**src/hdl/wwc_consts.svh**
```systemverilog
`ifndef WWC_CONSTS_SVH
`define WWC_CONSTS_SVH

// ---------------------------------------------------------------
// Register byte addresses
// ---------------------------------------------------------------
`define WWC_ADDR_W     24
`define WWC_CFG_OFS    24'h300004
`define WWC_CTRL_OFS   24'h300008
`define WWC_TMR_OFS    24'h30000C
`define WWC_PSL_OFS    24'h300010
`define WWC_PSH_OFS    24'h300014

// ---------------------------------------------------------------
// Field positions and reset values
// ---------------------------------------------------------------
`define WWC_CFG_RST    8'hFF
`define WWC_CFG_TOP    7
`define WWC_MODE_HI    6
`define WWC_MODE_LO    5
`define WWC_CPS_HI     4
`define WWC_CPS_LO     0
`define WWC_CTRL_SEN   0
`define WWC_CTRL_PSHI  5
`define WWC_CTRL_PSLO  1
`define WWC_PS_POR     5'h0B
`define WWC_CPS_SWSEL  5'h1F
`define WWC_CPS_MAX    5'h12
`define WWC_EXP_BASE   5'h05
`define WWC_CNT_W      23
`define WWC_PRESCALE_COUNT_W    18

// ---------------------------------------------------------------
// Timing
// ---------------------------------------------------------------
`define WWC_CLK_HZ     10000000
`define WWC_LF_HZ      31000
`define WWC_LF_DIV     (`WWC_CLK_HZ / `WWC_LF_HZ)

`endif

```
**src/hdl/wwc_pkg.sv**
```systemverilog
package wwc_pkg;

  // Operating mode encodings
  typedef enum logic [1:0] {
    MODE_OFF    = 2'h0,
    MODE_SW     = 2'h1,
    MODE_AWAKE  = 2'h2,
    MODE_ALWAYS = 2'h3
  } wwc_mode_t;

  // Bus slave states, Gray up to BUS_DONE; the return to BUS_IDLE flips both bits
  typedef enum logic [1:0] {
    BUS_IDLE   = 2'h0,
    BUS_ACCESS = 2'h1,
    BUS_DONE   = 2'h3
  } wwc_bus_t;

  // Ratio exponent from divider select code
  function automatic logic [4:0] ratioExp(input logic [4:0] code);
    ratioExp = (code <= 5'h12) ? 5'(code + 5'h05) : 5'h05;
  endfunction

endpackage

```
**src/hdl/wwc_core_if.sv**
```systemverilog
`timescale 1ns/1ps
interface wwc_core_if;
  logic        lfTick;
  logic        enable;
  logic        run;
  logic [4:0]  expSel;
  logic [22:0] count;
  logic [4:0]  window;
  logic        periodEnd;

  modport ctl (output enable, run, expSel,
               input  lfTick, count, window, periodEnd);
  modport div (output lfTick);
  modport pre (input  lfTick, enable, run, expSel,
               output count, window, periodEnd);
endinterface

```
**src/hdl/wwc_lf_div.sv**
```systemverilog
`timescale 1ns/1ps
`include "wwc_consts.svh"
module wwc_lf_div #(
  parameter int DIV = `WWC_LF_DIV
) (
  // Clock and reset
  input wire logic clk,
  input wire logic rst,
  // Tick out
  wwc_core_if.div  core
);
  localparam int W = $clog2(DIV);

  logic [W-1:0] cnt_reg;
  logic         tick_reg;
  wire          wrap = (cnt_reg == W'(DIV - 1));

  // Low-frequency tick, one cycle every DIV clocks
  always_ff @(posedge clk) begin
    if (rst) begin
      cnt_reg  <= '0;
      tick_reg <= 1'b0;
    end else begin
      cnt_reg  <= wrap ? '0 : W'(cnt_reg + 1'b1);
      tick_reg <= wrap;
    end
  end

  assign core.lfTick = tick_reg;
endmodule

```
**src/hdl/wwc_prescaler.sv**
```systemverilog
`timescale 1ns/1ps
`include "wwc_consts.svh"
module wwc_prescaler (
  // Clock and reset
  input wire logic clk,
  input wire logic rst,
  // Core link
  wwc_core_if.pre  core
);
  logic [22:0] cnt_reg;
  logic        end_reg;

  // Terminal count; a count left past a shorter period wraps too
  wire [22:0] lastVal = 23'((24'h1 << core.expSel) - 24'h1);
  wire        atLast  = (cnt_reg >= lastVal);
  wire        step    = core.run && core.lfTick;
  wire [22:0] shifted = cnt_reg >> 5'(core.expSel - `WWC_EXP_BASE);

  // Count while running; hold while suspended; clear when off
  always_ff @(posedge clk) begin
    if (rst || !core.enable) begin
      cnt_reg <= '0;
      end_reg <= 1'b0;
    end else begin
      end_reg <= step && atLast;
      if (step) begin
        cnt_reg <= atLast ? '0 : 23'(cnt_reg + 1'b1);
      end
    end
  end

  assign core.count     = cnt_reg;
  assign core.window    = shifted[4:0];
  assign core.periodEnd = end_reg;
endmodule

```
**src/hdl/wwc_top.sv**
```systemverilog
`timescale 1ns/1ps
`include "wwc_consts.svh"
module wwc_top #(
  parameter int LF_DIV = `WWC_LF_DIV
) (
  // Clock and reset
  input  wire logic        clk,
  input  wire logic        rst,
  // Core sleep status
  input  wire logic        coreSleep,
  // APB slave
  input  wire logic        psel,
  input  wire logic        penable,
  input  wire logic        pwrite,
  input  wire logic [23:0] paddr,
  input  wire logic [31:0] pwdata,
  input  wire logic [3:0]  pstrb,
  output logic      [31:0] prdata,
  output logic             pready,
  output logic             pslverr,
  // Watchdog status
  output logic             wdtActive,
  output logic             wdtTimeout
);

  // ---------------------------------------------------------------
  // Declarations
  // ---------------------------------------------------------------
  wwc_core_if core ();

  wwc_pkg::wwc_bus_t  bus_reg;
  wwc_pkg::wwc_bus_t  bus_next;
  logic [7:0]         cfg_reg;
  logic [7:0]         cfg_next;
  logic               sen_reg;
  logic               sen_next;
  logic [4:0]         psSel_reg;
  logic [4:0]         psSel_next;
  logic [31:0]        rdata_reg;
  logic               ready_reg;
  logic               err_reg;
  logic               active_reg;
  logic               timeout_reg;

  // ---------------------------------------------------------------
  // Leaf modules
  // ---------------------------------------------------------------

  // Low-frequency tick source
  wwc_lf_div #(
    .DIV (LF_DIV)
  ) u_div (
    .clk  (clk),
    .rst  (rst),
    .core (core.div)
  );

  // Prescale counter
  wwc_prescaler u_pre (
    .clk  (clk),
    .rst  (rst),
    .core (core.pre)
  );

  // ---------------------------------------------------------------
  // Configuration decode
  // ---------------------------------------------------------------

  // Mode and period select fields
  wire wwc_pkg::wwc_mode_t opMode =
    wwc_pkg::wwc_mode_t'(cfg_reg[`WWC_MODE_HI:`WWC_MODE_LO]);
  wire [4:0] periodSel = cfg_reg[`WWC_CPS_HI:`WWC_CPS_LO];

  // Divider code: software select only on the all-ones code
  wire [4:0] divCode = (periodSel == `WWC_CPS_SWSEL) ? psSel_reg
                                                     : periodSel;
  wire [4:0] expSel  = wwc_pkg::ratioExp(divCode);

  // Awake mode: suspend counting while the core sleeps
  wire awakeRun = !coreSleep;

  // Enable and run per operating mode
  logic wdtEnable;
  logic wdtRun;
  always_comb begin
    case (opMode)
      wwc_pkg::MODE_ALWAYS: begin
        wdtEnable = 1'b1;
        wdtRun    = 1'b1;
      end
      wwc_pkg::MODE_AWAKE: begin
        wdtEnable = 1'b1;
        wdtRun    = awakeRun;
      end
      wwc_pkg::MODE_SW: begin
        wdtEnable = sen_reg;
        wdtRun    = sen_reg;
      end
      wwc_pkg::MODE_OFF: begin
        wdtEnable = 1'b0;
        wdtRun    = 1'b0;
      end
      default: begin
        wdtEnable = 1'b0;
        wdtRun    = 1'b0;
      end
    endcase
  end

  // Drive the core link
  assign core.enable = wdtEnable;
  assign core.run    = wdtRun;
  assign core.expSel = expSel;

  // ---------------------------------------------------------------
  // Register read views
  // ---------------------------------------------------------------

  // Configuration byte with fixed top bit
  wire [7:0] cfgView = {1'b1, cfg_reg[6:0]};

  // Control register view
  wire [7:0] ctrlView = {2'h0, psSel_reg, sen_reg};

  // Width of the count that software can see
  localparam int PS_W = `WWC_PRESCALE_COUNT_W;

  // One byte of the prescale count, by byte index
  function automatic logic [7:0] countByte(input logic [22:0] cnt,
                                           input int          idx);
    countByte = cnt[idx*8 +: 8];
  endfunction

  // Timer status: window, armed, prescale top bits
  wire [7:0] tmrView = {core.window, active_reg,
                        core.count[PS_W-1:PS_W-2]};

  // Prescale count low and high bytes
  wire [7:0] pslView = countByte(core.count, 0);
  wire [7:0] pshView = countByte(core.count, 1);

  // ---------------------------------------------------------------
  // APB address decode
  // ---------------------------------------------------------------

  // Byte address compare, shared by every register hit
  function automatic logic isReg(input logic [23:0] addr,
                                 input logic [23:0] ofs);
    isReg = (addr == ofs);
  endfunction

  // Register hits
  wire hitCfg  = isReg(paddr, `WWC_CFG_OFS);
  wire hitCtrl = isReg(paddr, `WWC_CTRL_OFS);
  wire hitTmr  = isReg(paddr, `WWC_TMR_OFS);
  wire hitPsl  = isReg(paddr, `WWC_PSL_OFS);
  wire hitPsh  = isReg(paddr, `WWC_PSH_OFS);
  wire hitAny  = hitCfg | hitCtrl | hitTmr | hitPsl | hitPsh;

  // Selected read byte
  wire [7:0] rdByte = hitCfg  ? cfgView  :
                      hitCtrl ? ctrlView :
                      hitTmr  ? tmrView  :
                      hitPsl  ? pslView  :
                      hitPsh  ? pshView  : 8'h00;

  // Transfer phases
  wire accessReq = psel && penable;
  wire xferDone  = accessReq && ready_reg;
  wire wrLane0   = xferDone && pwrite && pstrb[0];

  // Register writes land only on the completing edge
  wire wrCfg  = wrLane0 && hitCfg;
  wire wrCtrl = wrLane0 && hitCtrl;

  // ---------------------------------------------------------------
  // APB handshake state
  // ---------------------------------------------------------------

  // Next state of the slave
  always_comb begin
    case (bus_reg)
      wwc_pkg::BUS_IDLE:
        bus_next = accessReq ? wwc_pkg::BUS_ACCESS : wwc_pkg::BUS_IDLE;
      wwc_pkg::BUS_ACCESS:
        bus_next = wwc_pkg::BUS_DONE;
      wwc_pkg::BUS_DONE:
        bus_next = wwc_pkg::BUS_IDLE;
      default:
        bus_next = wwc_pkg::BUS_IDLE;
    endcase
  end

  // Slave state register
  always_ff @(posedge clk) begin
    if (rst) begin
      bus_reg <= wwc_pkg::BUS_IDLE;
    end else begin
      bus_reg <= bus_next;
    end
  end

  // ---------------------------------------------------------------
  // APB answer
  // ---------------------------------------------------------------

  // Answer values, set as the access phase opens
  wire        startAcc   = (bus_next == wwc_pkg::BUS_ACCESS);
  wire [31:0] rdata_next = (startAcc && !pwrite) ? {24'h00_0000, rdByte}
                                                 : 32'h0000_0000;
  wire        ready_next = startAcc;
  wire        err_next   = startAcc && !hitAny;

  // Ready, one cycle into access
  always_ff @(posedge clk) begin
    if (rst) begin
      ready_reg <= 1'b0;
    end else begin
      ready_reg <= ready_next;
    end
  end

  // Read data, zero outside a read answer
  always_ff @(posedge clk) begin
    if (rst) begin
      rdata_reg <= 32'h0000_0000;
    end else begin
      rdata_reg <= rdata_next;
    end
  end

  // Error flag for an unmapped address
  always_ff @(posedge clk) begin
    if (rst) begin
      err_reg <= 1'b0;
    end else begin
      err_reg <= err_next;
    end
  end

  // ---------------------------------------------------------------
  // Software registers
  // ---------------------------------------------------------------

  // Configuration next value; status and count take no writes
  assign cfg_next   = wrCfg  ? {1'b1, pwdata[6:0]} : cfg_reg;

  // Control next values
  assign sen_next   = wrCtrl ? pwdata[`WWC_CTRL_SEN] : sen_reg;
  assign psSel_next = wrCtrl ? pwdata[`WWC_CTRL_PSHI:`WWC_CTRL_PSLO]
                             : psSel_reg;

  // Configuration byte, blank value all ones
  always_ff @(posedge clk) begin
    if (rst) begin
      cfg_reg <= `WWC_CFG_RST;
    end else begin
      cfg_reg <= cfg_next;
    end
  end

  // Control: software enable, off from reset
  always_ff @(posedge clk) begin
    if (rst) begin
      sen_reg <= 1'b0;
    end else begin
      sen_reg <= sen_next;
    end
  end

  // Control: divider select, power-on code from reset
  always_ff @(posedge clk) begin
    if (rst) begin
      psSel_reg <= `WWC_PS_POR;
    end else begin
      psSel_reg <= psSel_next;
    end
  end

  // ---------------------------------------------------------------
  // Watchdog status
  // ---------------------------------------------------------------

  // Armed flag, zero from reset
  always_ff @(posedge clk) begin
    if (rst) begin
      active_reg <= 1'b0;
    end else begin
      active_reg <= wdtEnable;
    end
  end

  // Period-end pulse, zero from reset
  always_ff @(posedge clk) begin
    if (rst) begin
      timeout_reg <= 1'b0;
    end else begin
      timeout_reg <= core.periodEnd;
    end
  end

  // ---------------------------------------------------------------
  // Outputs
  // ---------------------------------------------------------------

  // APB answer, straight from flip-flops
  assign prdata     = rdata_reg;
  assign pready     = ready_reg;
  assign pslverr    = err_reg;

  // Watchdog status, straight from flip-flops
  assign wdtActive  = active_reg;
  assign wdtTimeout = timeout_reg;

endmodule

```
**config.mk**
```make
export PLATFORM = sky130hd
export DESIGN_NAME = wwc_top
export DESIGN_NICKNAME = d
export VERILOG_FILES = /design/src/hdl/wwc_pkg.sv /design/src/hdl/wwc_core_if.sv /design/src/hdl/wwc_lf_div.sv /design/src/hdl/wwc_prescaler.sv /design/src/hdl/wwc_top.sv
export VERILOG_INCLUDE_DIRS = /design/src /design/src/hdl
export SDC_FILE = /design/constraint.sdc
export NUM_CORES = 1
export LEC_CHECK = 0
export ABC_CLOCK_PERIOD_IN_PS = 11600
export BUFFER_PORTS_ARGS = -buffer_cell sky130_fd_sc_hd__clkbuf_2
export CORE_MARGIN = 4
export CORE_UTILIZATION = 60
export CTS_BUF_LIST = sky130_fd_sc_hd__clkbuf_8 sky130_fd_sc_hd__clkbuf_16
export CTS_CLUSTER_SIZE = 28
export DETAILED_ROUTE_END_ITERATION = 7
export PLACE_DENSITY_LB_ADDON = 0.3
export RECOVER_POWER = 25
export SLEW_MARGIN = 20
export SYNTH_ARGS = -nofsm -noshare
export SYNTH_HDL_FRONTEND = slang
export SYNTH_SLANG_ARGS = --single-unit
```
**constraint.sdc**
```tcl
create_clock -name clk -period 11.6 [get_ports clk]
set_input_delay 2.32 -clock clk [delete_from_list [all_inputs] [get_ports clk]]
set_output_delay 2.32 -clock clk [all_outputs]
set_load 0.05 [all_outputs]
```
# Word level (Yosys, flattened, before mapping)
# Index checks and enable logic that the tools add are counted.
[totals] reg_bits=85 elab_cells=72 input_bits=66 output_inout_bits=36
[op_classes] order_cmp=2 n_shift=2 n_bitwise=5 add_sub_neg=5 n_eq_ne=12 mux=12 n_reduce_logical=20
[op_table] op="$eq A24 B22 Y1 const B" count=5
[op_table] op="$mux W8" count=5
[op_table] op="$add A23 B1 Y23 const B" count=1
[op_table] op="$ge A23 B23 Y1" count=1
[op_table] op="$mux W23" count=1
[op_table] op="$shl A1 B5 Y23 const A" count=1
[op_table] op="$shr A23 B5 Y5" count=1
[op_table] op="$sub A23 B1 Y23 const B" count=1
[op_table] op="$logic_and A1 B1 Y1" count=10
[op_table] op="$mux W5" count=2
[op_table] op="$add A9 B1 Y9 const B" count=1
[op_table] op="$eq A9 B9 Y1 const B" count=1
[op_table] op="$eq A2 B1 Y1 const B" count=3
[op_table] op="$reduce_or A2 Y1" count=3
[op_table] op="$add A5 B3 Y5 const B" count=1
[op_table] op="$eq A5 B5 Y1 const B" count=1
[op_table] op="$le A5 B5 Y1 const B" count=1
[op_table] op="$sub A5 B3 Y5 const B" count=1
[op_table] op="$eq A2 B2 Y1 const B" count=2
[op_table] op="$logic_not A1 Y1" count=4
[op_table] op="$logic_not A2 Y1" count=2
[op_table] op="$or A1 B1 Y1" count=4
[op_table] op="$pmux W1 S4" count=1
[op_table] op="$pmux W2 S2" count=1
[op_table] op="other kinds (4)" count=4

# Longest topological paths before layout
# Gate-level depths: netlist of run 1.
[depth] ltp_word=9 depth_mapped=29 mapped_depth_nobuf=24

# Modules after synthesis
# From an unflattened synthesis of run 1, not the netlist that was laid out.
[unflattened] hier_cells=634 hier_area_um2=5385.2
[by_module_without_submodules] mod="wwc_prescaler" cells_per_inst=386 area_per_inst_um2=3168.0 seq_area_each_um2=480.5 instances=1
[by_module_without_submodules] mod="wwc_top" cells_per_inst=202 area_per_inst_um2=1793.0 seq_area_each_um2=540.5 instances=1
[by_module_without_submodules] mod="wwc_lf_div" cells_per_inst=46 area_per_inst_um2=424.2 seq_area_each_um2=200.2 instances=1

# Worst setup path before layout of run 1
# No wires, ideal clock.
[synth_path] path_type="flip-flop to flip-flop" from="reg cfg_reg[2]" to="reg u_pre.cnt_reg[0], in the netlist u_pre.core.count[0]" required_ps=11472 arrival_ps=5061 path_stages_with_launch=30 synth_period_minus_slack_ps=5188 setup_slack_ps=6412 setup_time_ps=128 path_buffers=5 cell_sequence="dfxtp_1 > buf_2 > and3_1 > a31oi_1 > ha_1 > a311o_1 > a31oi_1 > nand2b_2 > inv_4 > buf_2 > ha_1 > clkbuf_1 > nand3_1 > ha_1 > buf_1 > a31oi_1 > a21oi_1 > o21ai_0 > o21ai_0 > ha_1 > and4_1 > nand4_1 > o31ai_1 > a21o_1 > a21oi_1 > nor2b_1 > o41ai_1 > o21ai_0 > clkbuf_1 > nor2_1"
[synth_between] elab_chain_len=8 elab_cells_between_ends=9 classes_between="add/sub (2); order compare (2); eq/ne (1); shift (1); mux (3)"
[synth_lines] item="from (decl)" line_no="wwc_top.sv:33" text="logic [7:0] cfg_reg;"
[synth_lines] item="from (signal assigned)" line_no="wwc_top.sv:256" text="cfg_reg <= `WWC_CFG_RST;"
[synth_lines] item="from (signal assigned)" line_no="wwc_top.sv:258" text="cfg_reg <= cfg_next;"
[synth_lines] item="$eq A5 B5 Y1 (no line)"
[synth_lines] item="$mux W5 (*)" line_no="wwc_top.sv:75" text="wire [4:0] divCode = (periodSel == `WWC_CPS_SWSEL) ? psSel_reg"
[synth_lines] item="$add A5 B3 Y5 / $le A5 B5 Y1 (equally long branches)" line_no="wwc_pkg.sv:20" text="ratioExp = (code <= 5'h12) ? 5'(code + 5'h05) : 5'h05;"
[synth_lines] item="$mux W5 (*)" line_no="wwc_pkg.sv:20"
[synth_lines] item="$shl A1 B5 Y23 (*)" line_no="wwc_prescaler.sv:14" text="wire [22:0] lastVal = 23'((24'h1 << core.expSel) - 24'h1);"
[synth_lines] item="$sub A23 B1 Y23 (*)" line_no="wwc_prescaler.sv:14"
[synth_lines] item="$ge A23 B23 Y1 (*)" line_no="wwc_prescaler.sv:15" text="wire atLast = (cnt_reg >= lastVal);"
[synth_lines] item="$mux W23 (*)" line_no="wwc_prescaler.sv:27" text="cnt_reg <= atLast ? '0 : 23'(cnt_reg + 1'b1);"
[synth_lines] item="to (signal assigned)" line_no="wwc_prescaler.sv:27"
[synth_lines] item="to (decl)" line_no="wwc_prescaler.sv:10" text="logic [22:0] cnt_reg;"
# Every way passes the cells marked *; elsewhere a longest branch is shown, timed or not.
# A chain may end at the register's enable or synchronous reset.

# Worst setup path in the final report of run 1
[layout_path] from="reg cfg_reg[2]" to="reg u_pre.cnt_reg[20], in the netlist u_pre.core.count[20]"
# Same word-level chain as after synthesis.

==> flow_summary.json, run 1 <==
{
  "numCtsBuffers": 9,
  "clk_pin_slew_ns": 0.07,
  "required_ns": 11.87,
  "grt_overflow": 0,
  "tightest_slew_ns": 1.029,
  "placed_area_um2": 5300,
  "status": "finished clean",
  "cp-end-kind": "flop",
  "total_power_uw": 434.2,
  "async_flop_share_pct": 0,
  "cap_violations": 0,
  "gp_congestion": 0.9309,
  "synth_cell_type_count": 76,
  "hold_path_class": "reg2reg",
  "ys_seq_area_share_pct": 23.72,
  "synthFlopType": "dfxtp_1",
  "syn_area_per_cell_um2": 8.030,
  "powerDensity_nw_per_um2": 79.12,
  "syn_inst": 641,
  "grt_pass1_vias": 4594,
  "crit_fanout": 22,
  "rows": 33,
  "vias": 4946,
  "dieArea_um2": 10130,
  "n_antenna_cell": 0,
  "die_w_um": 100.6,
  "hold_viol_final": 0,
  "route.detailed.drc": 0,
  "track_usage_pct": 27.01,
  "fin_setup_tns_ns": 0,
  "clkLatencyLatePin_ns": 0.34,
  "slew_headroom_pct": 30.88,
  "dp_slack_ns": 5.423,
  "core_region_area_um2": 8299,
  "ir_drop_v": 0.00007323,
  "initial_core_util_pct": 62.02,
  "largest_reg_flops": 23,
  "syn2layout_area_growth_pct": 6.612,
  "io_buffers": 49,
  "fmax_ghz": 0.1561,
  "synth_area_um2": 5147,
  "synth_edf_count": 0,
  "yosysWarningCount": 0,
  "worst_ep_arrival_time_ns": 6.68,
  "period_needed_ns": 6.405,
  "drtAntennaViolNets": 0,
  "critPathBufInv": 2,
  "cts-htree-levels": 3,
  "grt_max_degree": 26,
  "leakage_uw": 0.002439,
  "setup_violations": 0,
  "rsz0062_at_grt": "no",
  "dpl.hpwl_um": 10050,
  "tritoncts": "built",
  "first_iter_violations": 485,
  "skew_ns": 0.01118,
  "cts_resized": 0,
  "start_kind": "flop",
  "clk_path_buf_depth": 2,
  "finalNetCount": 767,
  "via_per_inst": 6.366,
  "cts_root_buf": "clkbuf_8",
  "design_area_um2": 5488,
  "drt_pass1_iterations": 6,
  "grt_pass1_wl_um": 22310,
  "post-route-util_pct": 66.12,
  "drive_gt1_share_pct": 13.69,
  "slowest_delay_ns": 0.73,
  "post-route-period-util_pct": 55.21,
  "cts_hold_buf": 0,
  "die_h_um": 100.6,
  "cts_setup_buffers": 0,
  "io_pins": 102,
  "clock-sinks": 61,
  "crit_family": "compound AO/OA/AOI/OAI gates",
  "critPathKind": "reg2reg",
  "drt_wl_total_um": 13450,
  "antenna_found_initial": 0,
  "slew_violations": 0,
  "yosys_register_bits": 61,
  "fin_ws_ns": 5.195,
  "slowest_stage": "o41ai_1",
  "wl_per_cell_um": 17.31
}
[routing by layer]
metal	vias up	GRT usage (%)	part of all wire [%]
li1	2338	-	-
met1	2302	36.93	42
met2	275	43.24	47
met3	31	5.398	9.5
met4	0	7.668	1.9
met5	-	0	0
[power breakdown]
| group | total, µW | switching [µW] | internal [µW] |
|---|---|---|---|
| Clock | 185 | 82.6 | 103 |
| Combinational | 35.9 | 27.7 | 8.23 |
| Sequential | 213 | 1.73 | 211 |
| Total | 434 | 112 | 322 |
[cell usage in the layout (no fill, tap or decap), drive strengths merged, types with 5 or more instances in the layout]
cell    netlist  routed
o211ai        7       7
xor2         20      20
a22oi        10      10
mux4          8       8
nand2b       13      13
inv          16      18
ha           34      34
a21oi        42      42
o21a          5       5
clkbuf       26      59
xnor2        16      16
a21o         10      10
mux2i        22      22
and4          7       7
and3         15      15
nor2         61      61
nand4         7       7
and2          7       7
dfxtp        61      61
a31oi        12      12
nor4          5       5
nand3        23      23
nand2        57      57
nor2b         9       9
mux2          7       7
or2           5       5
a211oi        6       6
nor3         16      16
conb          1      24
o21ai        23      23
[final timing paths]
path	from	endpoint	depth (start not counted)	slack, ns
min reg2reg	u_pre.core.periodEnd$_SDFF_PP0_	wdtTimeout$_SDFF_PP0_	1	0.44
min	u_pre.core.periodEnd$_SDFF_PP0_	wdtTimeout$_SDFF_PP0_	1	0.44
max	cfg_reg[2]$_SDFFE_PP1P_	u_pre.core.count[20]$_SDFFE_PP0P_	25	5.20
max reg2reg	cfg_reg[2]$_SDFFE_PP1P_	u_pre.core.count[20]$_SDFFE_PP0P_	25	5.20
[cell type report]
cell class,count,area (µm²)
clock buffer,10,137.6
clock inverter,6,55.05
fill,686,2811
inverter,16,62.56
multi-input combinational,527,3617
sequential,61,1221
tap,105,131.4
timing repair buffer,52,262.8
[worst register-to-register path: cells and delay by family (launching register included)]
kind	cells	cell delay [ns]
AOI/OAI and AO/OA	12	2.64
DFF	1	0.54
and+or+nand+nor	8	1.83
adders and majority gates	3	0.90
buffers and inverters	2	0.44
[cell usage after synthesis, types with 5 or more instances]
master	n	area, µm²
a31oi_1	12	75.07
o21a_1	5	37.54
and3_1	15	93.84
o21ai_0	21	105.1
mux2_2	6	67.56
nand3_1	23	115.1
ha_1	34	425.4
mux2i_1	22	220.2
xnor2_1	15	131.4
buf_2	6	30.03
nor3_1	14	70.07
nor2b_1	9	56.30
xor2_1	20	175.2
nand2_1	57	214.0
or2_2	5	31.28
nand4_1	7	43.79
o211ai_1	6	45.04
inv_1	15	56.30
a211oi_1	5	37.54
a21oi_1	40	200.2
nor4_1	5	31.28
buf_4	26	195.2
nand2b_1	12	75.07
mux4_2	8	180.2
and2_1	6	37.54
dfxtp_1	61	1221
a21o_1	10	75.07
and4_1	7	61.31
clkbuf_1	24	90.09
nor2_1	61	229.0
a22oi_1	10	75.07
[metrics by stage]
step / std cells / hold slack, ns
4_1_cts: 777 / 0.4429
5_1_grt: 777 / 0.4643
3_5_place_dp: 761 / 0.4395
3_3_place_gp: 761 / 0.4320
6_report: 777 / 0.4395
2_1_floorplan: 664 / 0.4138
[cell families (layout without fill, tap and decap cells)]
kind of cell             count (synthesis)  after routing  share of synthesized area, %
XOR/XNOR                                36             36                         6.271
flip-flops                              61             61                         23.72
AO/OA/AOI/OAI                          155            155                         20.81
other                                    1             24                       0.07285
adder cells (fa/ha/maj)                 34             34                         8.265
multiplexers                            37             37                         9.309
buffers and inverters                   76             84                         7.681
AND/OR/NAND/NOR                        241            241                         23.87
No activity file was read; power rests on OpenSTA's default activity.
==> inputs of run 2 (changes only) <==
--- a/config.mk
+++ b/config.mk
@@ -6,10 +6,10 @@
 export SDC_FILE = /design/constraint.sdc
 export NUM_CORES = 1
 export LEC_CHECK = 0
-export ABC_CLOCK_PERIOD_IN_PS = 11600
+export ABC_CLOCK_PERIOD_IN_PS = 6500
 export BUFFER_PORTS_ARGS = -buffer_cell sky130_fd_sc_hd__clkbuf_2
 export CORE_MARGIN = 4
-export CORE_UTILIZATION = 60
+export CORE_UTILIZATION = 57
 export CTS_BUF_LIST = sky130_fd_sc_hd__clkbuf_8 sky130_fd_sc_hd__clkbuf_16
 export CTS_CLUSTER_SIZE = 28
 export DETAILED_ROUTE_END_ITERATION = 7
==> constraint.sdc (replaced) <==
create_clock -name clk -period 6.5 [get_ports clk]
set_input_delay 1.3 -clock clk [delete_from_list [all_inputs] [get_ports clk]]
set_output_delay 1.3 -clock clk [all_outputs]
set_load 0.05 [all_outputs]
==> flow_summary.json, run 2 (synthesis results as in run 1) <==
{
  "syn2layout_area_growth_pct": 8.167,
  "skew_ns": 0.003983,
  "grt_overflow": 0,
  "core_region_area_um2": 8763,
  "hold_ws_ns": 0.4532,
  "track_usage_pct": 27.47,
  "grt_pass1_vias": 4617,
  "numCtsBuffers": 9,
  "pwr-share-seq_pct": 43.8,
  "largest_reg_flops": 23,
  "cts_hold_buf": 0,
  "io_pins": 102,
  "hp-start": "bus_reg[1]$_SDFF_PP0_",
  "fin_setup_tns_ns": 0,
  "dieArea_um2": 10620,
  "r2r-start": "cfg_reg[2]$_SDFFE_PP1P_",
  "required_ns": 6.78,
  "crit_family": "compound AO/OA/AOI/OAI gates",
  "slew_violations": 0,
  "die_h_um": 103.0,
  "most-common-layout-cells": "nor2_1 (61), dfxtp_1 (61), nand2_1 (57)",
  "clk_path_buf_depth": 2,
  "io_buffers": 49,
  "slowest_stage": "dfxtp_1",
  "critPathBufInv": 3,
  "grt_max_degree": 26,
  "switching_share_pct": 23.42,
  "dpl.hpwl_um": 10690,
  "critPathKind": "reg2reg",
  "cts_resized": 0,
  "rsz0062_at_grt": "no",
  "grt_pass1_wl_um": 22960,
  "p_sw_uw": 203.2,
  "cp-end-kind": "flop",
  "reg2reg_slack_ns": 0.54,
  "comb_power_share_pct": 7.4,
  "start_kind": "flop",
  "internal_power_uw": 664.5,
  "first_iter_violations": 411,
  "drt_pass1_iterations": 5,
  "hold_path_class": "reg2reg",
  "drive_gt1_share_pct": 14.24,
  "cap_violations": 0,
  "setup_violations": 0,
  "post-route-period-util_pct": 91.68,
  "r2r-end": "u_pre.core.count[19]$_SDFFE_PP0P_",
  "vias": 4960,
  "route.detailed.drc": 0,
  "period_needed_ns": 5.959,
  "worst_ep_arrival_time_ns": 6.24,
  "cts_root_buf": "clkbuf_8",
  "gp_congestion": 0.9278,
  "finalNetCount": 770,
  "ir_drop_v": 0.0001449,
  "n_antenna_cell": 0,
  "tightest_slew_ns": 0.9981,
  "clkLatencyLatePin_ns": 0.34,
  "crit_fanout": 22,
  "cp.depth": 26,
  "pwr-share-clk_pct": 48.8,
  "tritoncts": "built",
  "rows": 34,
  "hold_path_depth": 1,
  "slowest_delay_ns": 0.54,
  "initial_core_util_pct": 58.74,
  "hold_viol_final": 0,
  "cts_setup_buffers": 0,
  "nFillCells": 764,
  "powerDensity_nw_per_um2": 155.8,
  "leakage_uw": 0.002475,
  "slew_headroom_pct": 32.98,
  "antenna_found_initial": 0,
  "r2r_cells": 26,
  "wl_per_cell_um": 18.11,
  "clk_pin_slew_ns": 0.07,
  "clock-sinks": 61,
  "drt_wl_total_um": 14160,
  "cts-htree-levels": 3,
  "worstHoldEndpoint": "bus_reg[1]$_SDFF_PP0_",
  "status": "finished clean",
  "die_w_um": 103.0,
  "fmax_ghz": 0.1678,
  "via_per_inst": 6.343,
  "drtAntennaViolNets": 0
}
-- run 2: how the worst max path moves through the flow --
stage / start / end
CTS: cfg_reg[2]$_SDFFE_PP1P_ / u_pre.core.count[10]$_SDFFE_PP0P_
floorplan: cfg_reg[2]$_SDFFE_PP1P_ / u_pre.core.count[0]$_SDFFE_PP0P_
global route: cfg_reg[2]$_SDFFE_PP1P_ / u_pre.core.count[21]$_SDFFE_PP0P_
finish: cfg_reg[2]$_SDFFE_PP1P_ / u_pre.core.count[19]$_SDFFE_PP0P_
detailed placement: cfg_reg[2]$_SDFFE_PP1P_ / u_pre.core.count[10]$_SDFFE_PP0P_
global placement: cfg_reg[2]$_SDFFE_PP1P_ / u_pre.core.count[22]$_SDFFE_PP0P_
-- run 2: power by group through the flow --
stage | clock network, µW | logic [µW] | registers (µW)
2_1_floorplan | 0 | 55.7 | 391
3_3_place_gp | 0 | 63.2 | 388
3_5_place_dp | 0 | 63.9 | 388
4_1_cts | 424 | 64.0 | 380
5_1_grt | 440 | 69.2 | 380
6_report | 423 | 64.3 | 380
-- run 2: per-stage QoR --
stage	util (%)	worst slack [ns]	instances	instance area, µm²	power (µW)
2_1_floorplan	-	1.312	664	5234	446.4
4_1_cts	63.59	0.6320	782	5573	867.9
3_5_place_dp	60.78	0.6658	767	5326	452.3
6_report	63.54	0.5409	782	5568	867.7
5_1_grt	63.54	0.08040	782	5568	889.8
3_3_place_gp	60.78	0.7517	767	5326	451.4
-- run 2: final cells by class --
cell class	count	area, µm²	area share [%]
clock buffer	11	151.4	2.719
clock inverter	4	95.09	1.708
inverter	16	62.56	1.124
multi-input combinational	527	3617	64.97
sequential	61	1221	21.93
tap	108	135.1	2.427
timing repair buffer	55	285.3	5.124
-- run 2: per-layer routing --
| metal | up-vias | share of wire (%) | GRT usage, % | wire length (µm) |
|---|---|---|---|---|
| li1 | 2354 | - | - | - |
| met1 | 2306 | 43 | 37.58 | 6050 |
| met2 | 255 | 46 | 43.02 | 6501 |
| met3 | 45 | 8.5 | 5.345 | 1204 |
| met4 | 0 | 2.8 | 10.16 | 403 |
| met5 | - | 0 | 0 | 0 |
